--- config.mk ---
export PLATFORM = sky130hd
export DESIGN_NAME = fsp_top
export DESIGN_NICKNAME = d
export VERILOG_FILES = /design/src/rtl/fsp_pkg.sv /design/src/rtl/fsp_fuse_if.sv /design/src/rtl/fsp_pin_sync.sv /design/src/rtl/fsp_fuse_store.sv /design/src/rtl/fsp_top.sv
export SDC_FILE = /design/constraint.sdc
export NUM_CORES = 1
export LEC_CHECK = 0
export BUFFER_PORTS_ARGS = -buffer_cell sky130_fd_sc_hd__buf_4
export CAP_MARGIN = 10
export CORE_MARGIN = 2
export CORE_UTILIZATION = 50
export DETAILED_ROUTE_END_ITERATION = 6
export PLACE_DENSITY = 0.66
export SLEW_MARGIN = 0
export SYNTH_ARGS = -nofsm -noshare
export SYNTH_HDL_FRONTEND = slang
export SYNTH_SLANG_ARGS = --single-unit
--- constraint.sdc ---
create_clock -name ref_clk -period 8.4 [get_ports ref_clk]
set_clock_uncertainty 0.2 [all_clocks]
set_input_delay 0.42 -clock ref_clk [delete_from_list [all_inputs] [get_ports ref_clk]]
set_output_delay 0.42 -clock ref_clk [all_outputs]
set_load 0.02 [all_outputs]
--- src/rtl/fsp_pkg.sv ---
// constants for the fuse, signature and parallel programming port block
package fsp_pkg;
   // clock
   localparam int CLK_PERIOD_NS = 10;
   // least control pulse width
   localparam int PULSE_MIN_NS = 250;
   localparam int PULSE_MIN_CYCLES = (PULSE_MIN_NS + CLK_PERIOD_NS - 1) / CLK_PERIOD_NS;
   // busy time of one write
   localparam int PROG_TIME_NS = 2000;
   localparam int PROG_CYCLES = (PROG_TIME_NS + CLK_PERIOD_NS - 1) / CLK_PERIOD_NS;
   localparam int PROG_CNT_W = 16;

   // reset values, 0 = programmed
   localparam logic [7:0] EXT_CONFIG_RESET = 8'hFF;
   localparam logic [7:0] HIGH_CONFIG_RESET = 8'h99;
   localparam logic [7:0] LOW_CONFIG_RESET = 8'h62;
   localparam logic [7:0] LOCK_BYTE_RESET = 8'hFF;

   // field positions
   localparam int EXT_RESET_DISABLE_BIT = 0;
   localparam int EXT_BROWNOUT_LSB = 1;
   localparam int EXT_BROWNOUT_MSB = 3;
   localparam int HIGH_DEBUG_UNIT_BIT = 7;
   localparam int HIGH_BOUNDARY_PORT_BIT = 6;
   localparam int HIGH_SERIAL_DOWNLOAD_BIT = 5;
   localparam int HIGH_WATCHDOG_BIT = 4;
   localparam int HIGH_EEPROM_KEEP_BIT = 3;
   localparam int HIGH_BOOT_SIZE_LSB = 1;
   localparam int HIGH_RESET_VECTOR_BIT = 0;
   localparam int LOW_CLOCK_DIV_EIGHT_BIT = 7;
   localparam int LOW_CLOCK_PIN_DRIVE_BIT = 6;
   localparam int LOW_STARTUP_LSB = 4;
   localparam int LOW_CLOCK_SOURCE_LSB = 0;
   localparam int LOCK_MEMLOCK_BIT1 = 0;
   localparam int LOCK_MEMLOCK_BIT2 = 1;

   // page geometry
   localparam int FLASH_WORD_BITS = 6;
   localparam int FLASH_PAGE_BITS = 7;
   localparam int EE_BYTE_BITS = 2;
   localparam int EE_PAGE_BITS = 7;

   // signature space addresses
   localparam logic [7:0] SIG_ADDR_0 = 8'h00;
   localparam logic [7:0] SIG_ADDR_1 = 8'h01;
   localparam logic [7:0] SIG_ADDR_2 = 8'h02;

   // pulse action encoding
   localparam logic [1:0] ACT_LOAD_ADDR = 2'h0;
   localparam logic [1:0] ACT_LOAD_DATA = 2'h1;
   localparam logic [1:0] ACT_LOAD_CMD = 2'h2;
   localparam logic [1:0] ACT_IDLE = 2'h3;

   // command bytes
   localparam logic [7:0] CMD_CHIP_ERASE = 8'h80;
   localparam logic [7:0] CMD_WRITE_FUSES = 8'h40;
   localparam logic [7:0] CMD_WRITE_LOCKS = 8'h20;
   localparam logic [7:0] CMD_WRITE_FLASH = 8'h10;
   localparam logic [7:0] CMD_WRITE_EEPROM = 8'h11;
   localparam logic [7:0] CMD_READ_SIG = 8'h08;
   localparam logic [7:0] CMD_READ_FUSES = 8'h04;
   localparam logic [7:0] CMD_READ_FLASH = 8'h02;
   localparam logic [7:0] CMD_READ_EEPROM = 8'h03;
   localparam logic [7:0] CMD_RESET = 8'h00;
endpackage

--- src/rtl/fsp_fuse_if.sv ---
// port controller to fuse store carrier
`timescale 1ns/10ps
`default_nettype none
interface fsp_fuse_if;
   logic [7:0] wdata;
   logic wr_fuse;
   logic sel_high;
   logic sel_ext;
   logic wr_lock;
   logic erase;
   logic serial_path;
   logic prog_mode;
   logic [7:0] stored_ext;
   logic [7:0] stored_high;
   logic [7:0] stored_low;
   logic [7:0] stored_lock;
   logic [7:0] active_ext;
   logic [7:0] active_high;
   logic [7:0] active_low;
   logic eeprom_keep;
   modport ctrl(output wdata, wr_fuse, sel_high, sel_ext, wr_lock, erase, serial_path,
      prog_mode, input stored_ext, stored_high, stored_low, stored_lock, active_ext,
      active_high, active_low, eeprom_keep);
   modport store(input wdata, wr_fuse, sel_high, sel_ext, wr_lock, erase, serial_path,
      prog_mode, output stored_ext, stored_high, stored_low, stored_lock, active_ext,
      active_high, active_low, eeprom_keep);
endinterface
`default_nettype wire

--- src/rtl/fsp_pin_sync.sv ---
// two-stage synchroniser for a group of pin inputs
`timescale 1ns/10ps
`default_nettype none
module fsp_pin_sync #(
   parameter int WIDTH = 8,
   parameter logic [WIDTH-1:0] RESET_VALUE = '0
) (
   input wire logic ref_clk,
   input wire logic rst,
   input wire logic [WIDTH-1:0] d,
   output logic [WIDTH-1:0] q
);
   logic [WIDTH-1:0] meta;

   always_ff @(posedge ref_clk or posedge rst) begin
      if (rst) begin
         meta <= RESET_VALUE;
         q <= RESET_VALUE;
      end else begin
         meta <= d;
         q <= meta;
      end
   end
endmodule
`default_nettype wire

--- src/rtl/fsp_fuse_store.sv ---
// nonvolatile fuse and lock bytes with their latched working copies
`timescale 1ns/10ps
`default_nettype none
module fsp_fuse_store (
   input wire logic ref_clk,
   input wire logic rst,
   fsp_fuse_if.store fi
);
   logic prog_mode_d;
   logic powered_up;
   logic locked_out;
   logic [7:0] next_high;
   localparam logic HIGH_KEEP_RESET = fsp_pkg::HIGH_CONFIG_RESET[fsp_pkg::HIGH_EEPROM_KEEP_BIT];

   assign locked_out = ~fi.stored_lock[fsp_pkg::LOCK_MEMLOCK_BIT1];

   // serial path keeps the serial download bit
   always_comb begin
      next_high = fi.wdata;
      if (fi.serial_path) begin
         next_high[fsp_pkg::HIGH_SERIAL_DOWNLOAD_BIT] =
            fi.stored_high[fsp_pkg::HIGH_SERIAL_DOWNLOAD_BIT];
      end
   end

   // stored bytes; erase leaves fuses alone
   always_ff @(posedge ref_clk or posedge rst) begin
      if (rst) begin
         fi.stored_ext <= fsp_pkg::EXT_CONFIG_RESET;
         fi.stored_high <= fsp_pkg::HIGH_CONFIG_RESET;
         fi.stored_low <= fsp_pkg::LOW_CONFIG_RESET;
      end else if (fi.wr_fuse && !locked_out) begin
         if (fi.sel_ext) begin
            fi.stored_ext <= fi.wdata | 8'hF0;
         end else if (fi.sel_high) begin
            fi.stored_high <= next_high;
         end else begin
            fi.stored_low <= fi.wdata;
         end
      end
   end

   always_ff @(posedge ref_clk or posedge rst) begin
      if (rst) begin
         fi.stored_lock <= fsp_pkg::LOCK_BYTE_RESET;
      end else if (fi.erase) begin
         fi.stored_lock <= fsp_pkg::LOCK_BYTE_RESET;
      end else if (fi.wr_lock) begin
         fi.stored_lock <= fi.stored_lock & (fi.wdata | 8'hC0);
      end
   end

   // working copies taken at power-up and mode changes
   always_ff @(posedge ref_clk or posedge rst) begin
      if (rst) begin
         prog_mode_d <= 1'b0;
         powered_up <= 1'b0;
         fi.active_ext <= fsp_pkg::EXT_CONFIG_RESET;
         fi.active_high <= fsp_pkg::HIGH_CONFIG_RESET;
         fi.active_low <= fsp_pkg::LOW_CONFIG_RESET;
      end else begin
         prog_mode_d <= fi.prog_mode;
         powered_up <= 1'b1;
         if (!powered_up || (fi.prog_mode != prog_mode_d)) begin
            fi.active_ext <= fi.stored_ext;
            fi.active_high <= fi.stored_high;
            fi.active_low <= fi.stored_low;
         end
      end
   end

   // keep fuse acts at once
   always_ff @(posedge ref_clk or posedge rst) begin
      if (rst) begin
         fi.eeprom_keep <= HIGH_KEEP_RESET;
      end else begin
         fi.eeprom_keep <= fi.stored_high[fsp_pkg::HIGH_EEPROM_KEEP_BIT];
      end
   end

endmodule
`default_nettype wire

--- src/rtl/fsp_top.sv ---
// parallel programming port with fuse store, signature and page buffers
`timescale 1ns/10ps
`default_nettype none
// How it works
// - fuses read 0 programmed, 1 unprogrammed
// - extended byte: brown-out level, reset disable
// - high byte fields and their defaults
// - serial path cannot change serial download
// - low byte fields, internal oscillator default
// - chip erase leaves fuses unchanged
// - fuse writes refused when lock bit1 programmed
// - fuses latched on entering programming mode
// - eeprom keep fuse acts immediately
// - fuses also latched at power-up
// - three signature bytes, readable even locked
// - calibration byte copied to trim at reset
// - flash 128 pages of 64 words
// - eeprom 128 pages of 4 bytes
// - action selects choose load on clock pulse
// - action codes: address, data, command, idle
// - write/output strobes run loaded command
// - command byte encodings
// - ready/busy low while operation runs
// - data bus driven only while output enable low
// - byte selects choose low/high/second high byte
// - page latch strobe loads the page buffer
module fsp_top #(
   parameter logic [7:0] SIG_BYTE0 = 8'hA5, // arbitrary identity value
   parameter logic [7:0] SIG_BYTE1 = 8'h3C, // arbitrary identity value
   parameter logic [7:0] SIG_BYTE2 = 8'h71, // arbitrary identity value
   parameter logic [7:0] CAL_BYTE = 8'h80,
   parameter int FLASH_WORDS = 64,
   parameter int EE_BYTES = 4
) (
   input wire logic ref_clk,
   input wire logic rst,
   input wire logic prog_voltage_det,
   input wire logic serial_path_active,
   input wire logic pulse_clock_pin,
   input wire logic pulse_action_sel1,
   input wire logic pulse_action_sel0,
   input wire logic byte_choice_a,
   input wire logic byte_choice_b,
   input wire logic buffer_latch_strobe,
   input wire logic write_strobe_n,
   input wire logic out_enable_n,
   input wire logic [7:0] data_in,
   output logic [7:0] data_out,
   output logic data_oe,
   output logic prog_ready_n_busy,
   output logic [7:0] extended_config_byte,
   output logic [7:0] high_config_byte,
   output logic [7:0] low_config_byte,
   output logic eeprom_keep_on_erase,
   output logic [7:0] rc_trim_register,
   output logic [fsp_pkg::FLASH_WORD_BITS-1:0] flash_word_index,
   output logic [fsp_pkg::FLASH_PAGE_BITS-1:0] flash_page_index,
   output logic [8:0] eeprom_addr_bits
);
   typedef enum logic [1:0] {FSP_IDLE, FSP_BUSY, FSP_DONE} fsp_state_t;

   localparam int PIN_W = 24;

   fsp_fuse_if fi();

   logic [PIN_W-1:0] pin_raw;
   logic [PIN_W-1:0] pin_s;
   logic [PIN_W-1:0] pin_d;
   logic prog_mode;
   logic clk_rise;
   logic latch_rise;
   logic wr_fall;
   logic [1:0] action;
   logic bs_a;
   logic bs_b;
   logic oe_low;
   logic [7:0] bus;

   logic [7:0] command;
   logic [7:0] addr_lo;
   logic [7:0] addr_hi;
   logic [7:0] data_lo;
   logic [7:0] data_hi;
   logic [15:0] flash_buf [FLASH_WORDS];
   logic [7:0] ee_buf [EE_BYTES];
   fsp_state_t state;
   logic [fsp_pkg::PROG_CNT_W-1:0] busy_cnt;
   logic [7:0] next_read;
   logic [8:0] ee_addr;

   assign pin_raw = {data_in, prog_voltage_det, serial_path_active, pulse_clock_pin,
      pulse_action_sel1, pulse_action_sel0, byte_choice_a, byte_choice_b,
      buffer_latch_strobe, write_strobe_n, out_enable_n, 6'h00};

   fsp_pin_sync #(
      .WIDTH(PIN_W),
      .RESET_VALUE(24'h0000C0)
   ) u_sync (
      .ref_clk(ref_clk),
      .rst(rst),
      .d(pin_raw),
      .q(pin_s)
   );

   fsp_fuse_store u_store (
      .ref_clk(ref_clk),
      .rst(rst),
      .fi(fi)
   );

   // edge history of synced pins
   always_ff @(posedge ref_clk or posedge rst) begin
      if (rst) begin
         pin_d <= 24'h0000C0;
      end else begin
         pin_d <= pin_s;
      end
   end

   assign prog_mode = pin_s[15];
   assign action = pin_s[12:11];
   assign bs_a = pin_s[10];
   assign bs_b = pin_s[9];
   assign oe_low = prog_mode && !pin_s[6];
   assign clk_rise = prog_mode && pin_s[13] && !pin_d[13];
   assign latch_rise = prog_mode && pin_s[8] && !pin_d[8];
   assign wr_fall = prog_mode && !pin_s[7] && pin_d[7];
   // data pins pass the same two flops as the strobes
   assign bus = pin_s[23:16];

   // loads on pulse clock rising edge
   always_ff @(posedge ref_clk or posedge rst) begin
      if (rst) begin
         command <= fsp_pkg::CMD_RESET;
         addr_lo <= 8'h00;
         addr_hi <= 8'h00;
         data_lo <= 8'hFF;
         data_hi <= 8'hFF;
      end else if (!prog_mode) begin
         command <= fsp_pkg::CMD_RESET;
      end else if (clk_rise) begin
         unique case (action)
            fsp_pkg::ACT_LOAD_ADDR: begin
               if (bs_a) begin
                  addr_hi <= bus;
               end else begin
                  addr_lo <= bus;
               end
            end
            fsp_pkg::ACT_LOAD_DATA: begin
               if (bs_a) begin
                  data_hi <= bus;
               end else begin
                  data_lo <= bus;
               end
            end
            fsp_pkg::ACT_LOAD_CMD: command <= bus;
            fsp_pkg::ACT_IDLE: ;
         endcase
      end
   end

   assign ee_addr = {addr_hi[0], addr_lo};

   // page buffers filled by the page latch strobe
   always_ff @(posedge ref_clk) begin
      if (latch_rise && command == fsp_pkg::CMD_WRITE_FLASH) begin
         flash_buf[addr_lo[fsp_pkg::FLASH_WORD_BITS-1:0]] <= {data_hi, data_lo};
      end
      if (latch_rise && command == fsp_pkg::CMD_WRITE_EEPROM) begin
         ee_buf[addr_lo[fsp_pkg::EE_BYTE_BITS-1:0]] <= data_lo;
      end
      if (state == FSP_IDLE && wr_fall && command == fsp_pkg::CMD_CHIP_ERASE &&
            fi.eeprom_keep) begin
         for (int i = 0; i < EE_BYTES; i++) begin
            ee_buf[i] <= 8'hFF;
         end
      end
   end

   // write strobe starts the command; busy for a fixed count
   always_ff @(posedge ref_clk or posedge rst) begin
      if (rst) begin
         state <= FSP_IDLE;
         busy_cnt <= '0;
      end else begin
         unique case (state)
            FSP_IDLE: begin
               if (wr_fall) begin
                  state <= FSP_BUSY;
                  busy_cnt <= fsp_pkg::PROG_CNT_W'(fsp_pkg::PROG_CYCLES - 1);
               end
            end
            FSP_BUSY: begin
               if (busy_cnt == '0) begin
                  state <= FSP_DONE;
               end else begin
                  busy_cnt <= busy_cnt - 1'b1;
               end
            end
            FSP_DONE: state <= FSP_IDLE;
         endcase
      end
   end

   // one-cycle requests to the fuse store
   always_ff @(posedge ref_clk or posedge rst) begin
      if (rst) begin
         fi.wr_fuse <= 1'b0;
         fi.wr_lock <= 1'b0;
         fi.erase <= 1'b0;
         fi.wdata <= 8'hFF;
         fi.sel_high <= 1'b0;
         fi.sel_ext <= 1'b0;
      end else begin
         fi.wr_fuse <= state == FSP_IDLE && wr_fall && command == fsp_pkg::CMD_WRITE_FUSES;
         fi.wr_lock <= state == FSP_IDLE && wr_fall && command == fsp_pkg::CMD_WRITE_LOCKS;
         fi.erase <= state == FSP_IDLE && wr_fall && command == fsp_pkg::CMD_CHIP_ERASE;
         fi.wdata <= data_lo;
         fi.sel_high <= bs_a;
         fi.sel_ext <= bs_b;
      end
   end

   assign fi.serial_path = pin_s[14];
   assign fi.prog_mode = prog_mode;

   // read data by command and byte selects
   always_comb begin
      next_read = 8'hFF;
      unique case (command)
         fsp_pkg::CMD_READ_SIG: begin
            if (bs_a) begin
               next_read = (addr_lo == fsp_pkg::SIG_ADDR_0) ? CAL_BYTE : 8'hFF;
            end else if (addr_lo == fsp_pkg::SIG_ADDR_0) begin
               next_read = SIG_BYTE0;
            end else if (addr_lo == fsp_pkg::SIG_ADDR_1) begin
               next_read = SIG_BYTE1;
            end else if (addr_lo == fsp_pkg::SIG_ADDR_2) begin
               next_read = SIG_BYTE2;
            end
         end
         fsp_pkg::CMD_READ_FUSES: begin
            unique case ({bs_b, bs_a})
               2'h0: next_read = fi.stored_low;
               2'h1: next_read = fi.stored_lock;
               2'h2: next_read = fi.stored_ext;
               2'h3: next_read = fi.stored_high;
            endcase
         end
         fsp_pkg::CMD_READ_FLASH: begin
            if (fi.stored_lock[fsp_pkg::LOCK_MEMLOCK_BIT2]) begin
               next_read = bs_a ? flash_buf[addr_lo[fsp_pkg::FLASH_WORD_BITS-1:0]][15:8] :
                  flash_buf[addr_lo[fsp_pkg::FLASH_WORD_BITS-1:0]][7:0];
            end
         end
         fsp_pkg::CMD_READ_EEPROM: begin
            if (fi.stored_lock[fsp_pkg::LOCK_MEMLOCK_BIT2]) begin
               next_read = ee_buf[addr_lo[fsp_pkg::EE_BYTE_BITS-1:0]];
            end
         end
         default: next_read = 8'hFF;
      endcase
   end

   // drive bus only while enabled
   always_ff @(posedge ref_clk or posedge rst) begin
      if (rst) begin
         data_oe <= 1'b0;
         data_out <= 8'h00;
      end else begin
         data_oe <= oe_low;
         data_out <= oe_low ? next_read : 8'h00;
      end
   end

   always_ff @(posedge ref_clk or posedge rst) begin
      if (rst) begin
         prog_ready_n_busy <= 1'b1;
      end else begin
         prog_ready_n_busy <= (state == FSP_IDLE) && !wr_fall;
      end
   end

   // working fuses and addressing
   always_ff @(posedge ref_clk or posedge rst) begin
      if (rst) begin
         extended_config_byte <= fsp_pkg::EXT_CONFIG_RESET;
         high_config_byte <= fsp_pkg::HIGH_CONFIG_RESET;
         low_config_byte <= fsp_pkg::LOW_CONFIG_RESET;
         eeprom_keep_on_erase <= fsp_pkg::HIGH_CONFIG_RESET[fsp_pkg::HIGH_EEPROM_KEEP_BIT];
         flash_word_index <= '0;
         flash_page_index <= '0;
         eeprom_addr_bits <= '0;
      end else begin
         extended_config_byte <= fi.active_ext;
         high_config_byte <= fi.active_high;
         low_config_byte <= fi.active_low;
         eeprom_keep_on_erase <= fi.eeprom_keep;
         flash_word_index <= addr_lo[fsp_pkg::FLASH_WORD_BITS-1:0];
         flash_page_index <= {addr_hi[4:0], addr_lo[7:6]};
         eeprom_addr_bits <= ee_addr;
      end
   end

   // trim takes the calibration byte during reset
   always_ff @(posedge ref_clk or posedge rst) begin
      if (rst) begin
         rc_trim_register <= CAL_BYTE;
      end else begin
         rc_trim_register <= rc_trim_register;
      end
   end
endmodule
`default_nettype wire

==> results of run 1 <==
[power groups by stage]
stage / registers, mW / logic, mW / clock network (mW)
2_1_floorplan: 7.46 / 1.24 / 0
3_3_place_gp: 7.44 / 2.25 / 0
3_5_place_dp: 7.46 / 2.29 / 0
4_1_cts: 7.33 / 2.30 / 5.72
5_1_grt: 7.35 / 2.43 / 5.96
6_report: 7.33 / 2.36 / 5.67
[critical path: cells and delay by family (launching register included)]
family / cells / cell delay [ns]
compound gates: 5 / 1.42
buf+inv: 2 / 1.21
simple gates: 2 / 0.89
flops: 1 / 0.81
[cells in the final DEF, fill, tap and decap left out, types with 13 or more instances in the layout]
| master | count |
|---|---|
| a21oi_1 | 102 |
| a221o_1 | 20 |
| a221oi_1 | 123 |
| a22o_1 | 15 |
| a22oi_1 | 99 |
| buf_4 | 193 |
| clkbuf_1 | 29 |
| clkbuf_16 | 136 |
| clkinv_1 | 26 |
| clkinv_2 | 20 |
| conb_1 | 13 |
| dfrtp_1 | 126 |
| dfstp_2 | 71 |
| dfxtp_1 | 24 |
| dlygate4sd3_1 | 19 |
| edfxtp_1 | 1032 |
| mux2_2 | 169 |
| mux2i_1 | 95 |
| mux4_2 | 56 |
| nand2_1 | 132 |
| nand2b_1 | 22 |
| nand3_1 | 33 |
| nand4_1 | 13 |
| nor2_1 | 184 |
| nor3_1 | 14 |
| o21ai_0 | 95 |
| o22ai_1 | 30 |
| o2bb2ai_1 | 16 |
[through the flow]
stage	hold WS, ns	area [µm²]	setup slack (ns)
finish	0.133	55100	3.70
global route	0.127	55100	3.60
CTS	0.0938	55100	3.85
detailed placement	0.136	50700	3.88
global placement	0.135	50700	3.75
floorplan	0.131	48500	2.42
[final cells by class]
class | instances | area (µm²) | share of cell area, %
sequential | 1257 | 36600 | 66.5
clock inverter | 66 | 619 | 1.12
timing repair buffer | 217 | 1710 | 3.11
clock buffer | 170 | 3580 | 6.50
multi-input combinational | 1426 | 10900 | 19.8
inverter | 13 | 56.3 | 0.102
tap | 1276 | 1600 | 2.90
[routing by layer]
metal	up-vias	GRT usage (%)	part of all wire, %
li1	11800	-	-
met1	14600	39.1	38
met2	1956	42.9	46
met3	364	6.12	11
met4	8	13.5	4.7
met5	-	0	0.039
[final timing paths]
kind                       cells after the start  slack (ns)         endpoint
setup / recovery                               9        3.70      data_out[2]
min in group asynchronous                      3        0.21         state[1]
hold reg to reg                                0        0.15     u_sync.q[23]
hold / removal                                 2        0.13  u_sync.meta[16]
max in group asynchronous                      4        6.07       addr_lo[1]
setup reg to reg                               9        3.70      data_out[2]
[flip-flops by register name, indices dropped and copies added (netlist names), 7 cells and up]
register / flops
addr_lo: 8
busy_cnt: 16
command: 8
data_hi: 8
data_lo: 8
data_out: 8
ee_buf: 32
eeprom_addr_bits: 8
fi.wdata: 8
flash_buf: 1024
high_config_byte: 8
low_config_byte: 8
u_store.fi.active_high: 8
u_store.fi.active_low: 8
u_store.fi.stored_high: 8
u_store.fi.stored_lock: 7
u_store.fi.stored_low: 8
u_sync.meta: 18
u_sync.q: 18
[cell families after synthesis]
logic type / count (synthesis) / synth area share (%)
fa+ha+maj: 3 / 0.0774
xor+xnor: 14 / 0.253
mux: 324 / 8.58
simple gates: 476 / 4.54
flops: 1257 / 75.5
compound gates: 596 / 8.81
other cells: 2 / 0.0155
buf+inv: 213 / 2.25
[timing repair]
action / CTS / global route
setup endpoints to repair: 0 / 0
hold buffers: 19 / 0
hold endpoints to repair: 103 / 0
==> qor.yml, run 1 <==
outcome:
  status: "finished with violations"
  violations: "design-rule violations"
detailed_routing:
  drt_iter0_markers: 4366
  dr.pass1.iters: 7
  wl_per_cell_um: 31.6
  num_vias: 28700
  vias_per_cell: 6.48
  wirelength_mm: 140
  ant_nets: 0
  drc: 7
pwr:
  p_leak_nw: 18.7
  switching_power_mw: 4.27
  seq_power_share_pct: 47.7
  switching_share_pct: 27.8
  power_mw: 15.4
  p_per_area_nw_per_um2: 279
  power_frac_comb_pct: 15.4
  p_clk_share_pct: 36.9
  ir_drop_uv: 256
  power.internal_mw: 11.1
floorplan:
  die_h_um: 315
  die_w_um: 315
  fp-row-count: 114
  pin_count: 85
  start_util_pct: 50.3
  dieArea_um2: 99500
  core_area_um2: 96400
setup_path:
  cp-end-kind: "register"
  path_max_fanout: 49
  rr_startpoint: "addr_lo[1]"
  worstPathArrival_ns: 5.19
  startpoint: "addr_lo[1]"
  start_kind: "register"
  path_cells: "buf_4, nor2b_4, buf_4, a22oi_1, o21ai_0, o32ai_1, a221oi_1, nor4_1, o31ai_1"
  crit_path_max_incr_delay_ns: 0.81
  critPathMostFrequentCell: "buf_4"
  cp_slowest_cell: "dfrtp_4"
  crit_type: "register to register"
  cp_data_required_time_ns: 8.88
yosys:
  ys_seq_elements: 1257
  synth_top_cell_by_area: "edfxtp_1"
  synth_edf_count: 1032
  netlist_instances: 2885
  yosysSeqAreaShare_pct: 75.5
  yosysTopAreaCellShare_pct: 63.9
  synth_common_cells: "edfxtp_1 (1032), nor2_1 (186), mux2_2 (169)"
  async_flop_share_pct: 16.0
  yosysWarnings: 0
  syn_avg_cell_area_um2: 16.8
  synthesis.area_um2: 48500
  synth_area_leaders: "edfxtp_1 (64%), dfrtp_1 (6.7%), mux2_2 (3.9%)"
  yosysUniqueCellTypes: 81
  synth.most_common_cell: "edfxtp_1"
  ys.flop_type: "edfxtp_1"
timing:
  tns_ns: 0
  setup_viol: 0
  final.period_utilization_pct: 56.0
  fmax_mhz: 213
  hold_viol_final: 0
  rsz0062_at_grt: "false"
  tightest_slew_ns: 1.14
  maxSlewHeadroom_pct: 23.4
  fin_crit_ns: 4.70
  slew_viol_final: 0
global_route:
  antenna_found_initial: 5
  grt_pass1_wl_mm: 201
  first_global_vias: 28000
  gr-total-overflow: 0
  grt_max_degree: 123
  grt_usage_pct: 28.2
clocking:
  htreeDepth: 4
  root_buffer: "clkbuf_16"
  clock_latency_ns: 0.77
  numClockSinks: 1257
  clkTransAtPathRegs_ns: 0.06
  cts_tree: "built"
  cts_buffers: 130
  cts_setup_buffers: 0
  ctsResizeCount: 0
  cts_max_path_buffers: 3
place:
  portBuffers: 72
  dpl.hpwl_mm: 82.7
  gp_congestion: 0.947
  dp_cells: 4170
layout:
  layout.nets: 3068
  fill_cells: 7308
  area_growth_pct: 13.6
  finalNonFillerCells: 4425
  antenna_cells: 0
  drive_gt1_share_pct: 22.3
  fin_util_pct: 57.1
job:
  max-cap-violations: 0
worst_hold_path:
  hp-class: "input port to register"
  hp-start: "data_in[0]"
No activity file was read; power rests on OpenSTA's default activity.
==> inputs of run 2 (changes only) <==
- ABC_AREA: unset -> 1
- clock period: 8.4 -> 4.4 ns (I/O delays scaled with it)
==> run 2 against run 1 <==
Against the previous run:
- critical endpoint is now flash_buf[56][15]
- cell count rose by 51%
- the flow now finishes without violations
- largest cell class unchanged
- critical path type unchanged
- synthesized cell count rose by 75%
- largest power group unchanged
- sequential share of layout area fell by 5.1 points
- fmax rose by 29%
==> qor.yml, run 2 <==
clocking:
  root_buffer: "clkbuf_16"
  numClockSinks: 1257  # unchanged
  clock_latency_ns: 0.74  # -0.03 ns
  cts_setup_buffers: 0  # unchanged
  cts_tree: "built"
  ctsResizeCount: 0  # unchanged
  clkTransAtPathRegs_ns: 0.06  # about the same
  cts_buffers: 132  # +1.5%
  cts_max_path_buffers: 3  # unchanged
  cts_hold_buffers: 37  # +18
  htreeDepth: 4  # unchanged
place:
  post_dp_cell_area_um2: 54800  # +8.2%
  portBuffers: 72  # unchanged
  pre_cts_slack_ns: 0.794  # -3.08 ns
  dp_cells: 6418  # +54%
  gp_congestion: 0.923  # -2.5%
  dpl.hpwl_mm: 83.1  # +0.40%
detailed_routing:
  wl_met1_mm: 58.4  # +10%
  dr.pass1.iters: 6  # -1
  drt_iter0_markers: 4186  # -4.1%
  routed.top_layer: "met4"
  drc: 0  # -7
  num_vias: 35400  # +23%
  wl_per_cell_um: 20.6  # -35%
  wirelength_mm: 138  # -1.4%
  wl_met3_mm: 10.7  # -33%
  ant_nets: 0  # unchanged
  dr_wl_met2_mm: 63.6  # -1.4%
  vias_per_cell: 5.29  # -18%
floorplan:
  die_h_um: 328  # +3.8%
  die_w_um: 328  # +3.8%
  start_util_pct: 50.5  # +0.21 points
  dieArea_um2: 107000  # +7.8%
  fp-row-count: 118  # +3.5%
  core_area_um2: 104000  # +7.5%
  pin_count: 85  # unchanged
pwr:
  p_leak_nw: 25.5  # +36%
  p_per_area_nw_per_um2: 496  # +78%
  power_mw: 29.6  # +93%
  ir_drop_uv: 317  # +24%
yosys:
  synthesis.area_um2: 52300  # +7.9%
  synth_common_cells: "nand2_1 (2178), edfxtp_1 (1032), inv_1 (453)"
  synth-xor-area-share_pct: 0.0167  # -0.24 points
  muxShareOfSynthArea_pct: 0.409  # -8.2 points
  yosysTopAreaCellShare_pct: 59.2  # -4.7 points
  synth_edf_count: 1032  # unchanged
  syn_avg_cell_area_um2: 10.4  # -38%
  yosysUniqueCellTypes: 40  # -51%
  ys.flop_type: "edfxtp_1"
  yosysSeqAreaShare_pct: 69.9  # -5.5 points
  ys_seq_elements: 1257  # unchanged
  yosysWarnings: 0  # unchanged
  synth_top_cell_by_area: "edfxtp_1"
  yosys.area_share.adder_pct: 0.0717  # -0.0057 points
  synth.most_common_cell: "nand2_1"
  synth_top_family_by_area: "simple AND/OR/NAND/NOR gates"
  synth_compound_area_share_pct: 2.91  # -5.9 points
  yosys.area_share.simple_pct: 21.0  # +16 points
  async_flop_share_pct: 16.0  # unchanged
  netlist_instances: 5038  # +75%
  synth_area_leaders: "edfxtp_1 (59%), nand2_1 (16%), dfrtp_1 (6.2%)"
timing:
  tightest_slew_ns: 1.20  # +0.0559 ns
  hold_viol_final: 0  # unchanged
  maxSlewHeadroom_pct: 20.3  # -3.1 points
  rsz0062_at_grt: "false"
  setup_slack_ns: 0.747  # -2.95 ns
  whs_ns: 0.0763  # -0.0565 ns
  tns_ns: 0  # unchanged
  fmax_mhz: 274  # +29%
  setup_viol: 0  # unchanged
  slew_viol_final: 0  # unchanged
  final.period_utilization_pct: 83.0  # +27 points
  fin_crit_ns: 3.65  # -1.05 ns
layout:
  area_growth_pct: 14.0
  layout.nets: 5232  # +71%
  final_area_um2: 59700  # +8.3%
  drive_gt1_share_pct: 10.8  # -12 points
  layout_commonest_cell: "nand2_1"
  largest_reg_flops: 1024  # unchanged
  fin_util_pct: 57.6  # +0.44 points
  finalNonFillerCells: 6695  # +51%
  fill_cells: 8554  # +17%
  final_cell_mix: "nand2_1 (2178), edfxtp_1 (1032), inv_1 (451)"
global_route:
  gr-total-overflow: 0  # unchanged
  grt_usage_pct: 26.0  # -2.3 points
  grt_pass1_wl_mm: 209  # +3.6%
  antenna_found_initial: 1  # -4
  first_global_vias: 33800  # +20%
  grt_max_degree: 171  # +39%
outcome:
  status: "complete, no violations"
setup_path:
  start_kind: "register"
  worstPathArrival_ns: 3.88  # -1.31 ns
  crit_path_max_incr_delay_ns: 0.90  # +0.09 ns
  path_cells: "nor2_4, nand3_1, nor2_1, buf_4"
  path_max_fanout: 54  # +10%
  cp_slowest_cell: "nand3_1"
  crit_type: "register to register"
  cp-end-kind: "register"
  cp_data_required_time_ns: 4.62  # -4.26 ns
worst_hold_path:
  hp-class: "input port to async pin"
job:
  max-cap-violations: 0  # unchanged
run 2: cell types whose count changed in the layout (fill, tap and decap cells not counted), sizes merged, moves of 28 or more:
| cell | before | now |
|---|---|---|
| nand2 | 132 | 2181 |
| inv | 15 | 467 |
| nand3 | 33 | 193 |
| mux2 | 173 | 19 |
| nor2 | 187 | 314 |
| a221oi | 123 | 6 |
| a22oi | 100 | 1 |
| mux2i | 95 | 0 |
| o21ai | 96 | 164 |
| a21oi | 102 | 36 |
| or2 | 1 | 64 |
| mux4 | 56 | 0 |
| o211ai | 9 | 43 |
| buf | 197 | 225 |
run 2: cells by family (layout without fill, tap and decap cells):
group | count (synthesis) | in the layout
flip-flops | 1257 | 1257
adder cells (fa/ha/maj) | 3 | 3
AO/OA/AOI/OAI | 271 | 271
multiplexers | 19 | 19
XOR/XNOR | 1 | 1
other | 2 | 14
buffers and inverters | 697 | 962
AND/OR/NAND/NOR | 2788 | 2788
run 2: critical path: cells and delay by family, from the launching register on:
kind,cells,cell delay (ns)
and+or+nand+nor,3,2.04
buffers and inverters,1,0.32
DFF,1,0.75
run 2: final timing paths:
path                       cells past startpoint      startpoint                      end  slack, ns
max                                            4      addr_lo[1]        flash_buf[56][15]       0.75
min                                            3             rst               command[7]       0.08
max reg2reg                                    4      addr_lo[1]        flash_buf[56][15]       0.75
min reg2reg                                    0  u_sync.meta[9]              u_sync.q[9]       0.14
max in group asynchronous                      4             rst  extended_config_byte[3]       2.97
min in group ref_clk                           0  u_sync.meta[9]              u_sync.q[9]       0.14
run 2: final cells by class:
type	count	area [µm²]	area share [%]
sequential	1257	36600	61.3
multi-input combinational	3095	12900	21.6
clock buffer	167	3630	6.09
timing repair buffer	262	2280	3.83
inverter	461	1740	2.92
tap	1380	1730	2.89
clock inverter	72	813	1.36
antenna	1	2.50	0.00419
run 2: power breakdown:
group          leakage (nW)  switching, mW  internal (mW)  total [mW]
sequential             12.0          0.523           13.5        14.0
clock                  2.17           4.60           6.80        11.4
combinational          11.3           3.09           1.15        4.24
total                  25.5           8.22           21.4        29.6
run 2: metal layers:
metal  GRT usage, %  up-vias
li1               -    16600
met1           37.1    17100
met2           40.3     1431
met3           3.71      266
met4           10.4        0
met5              0        -
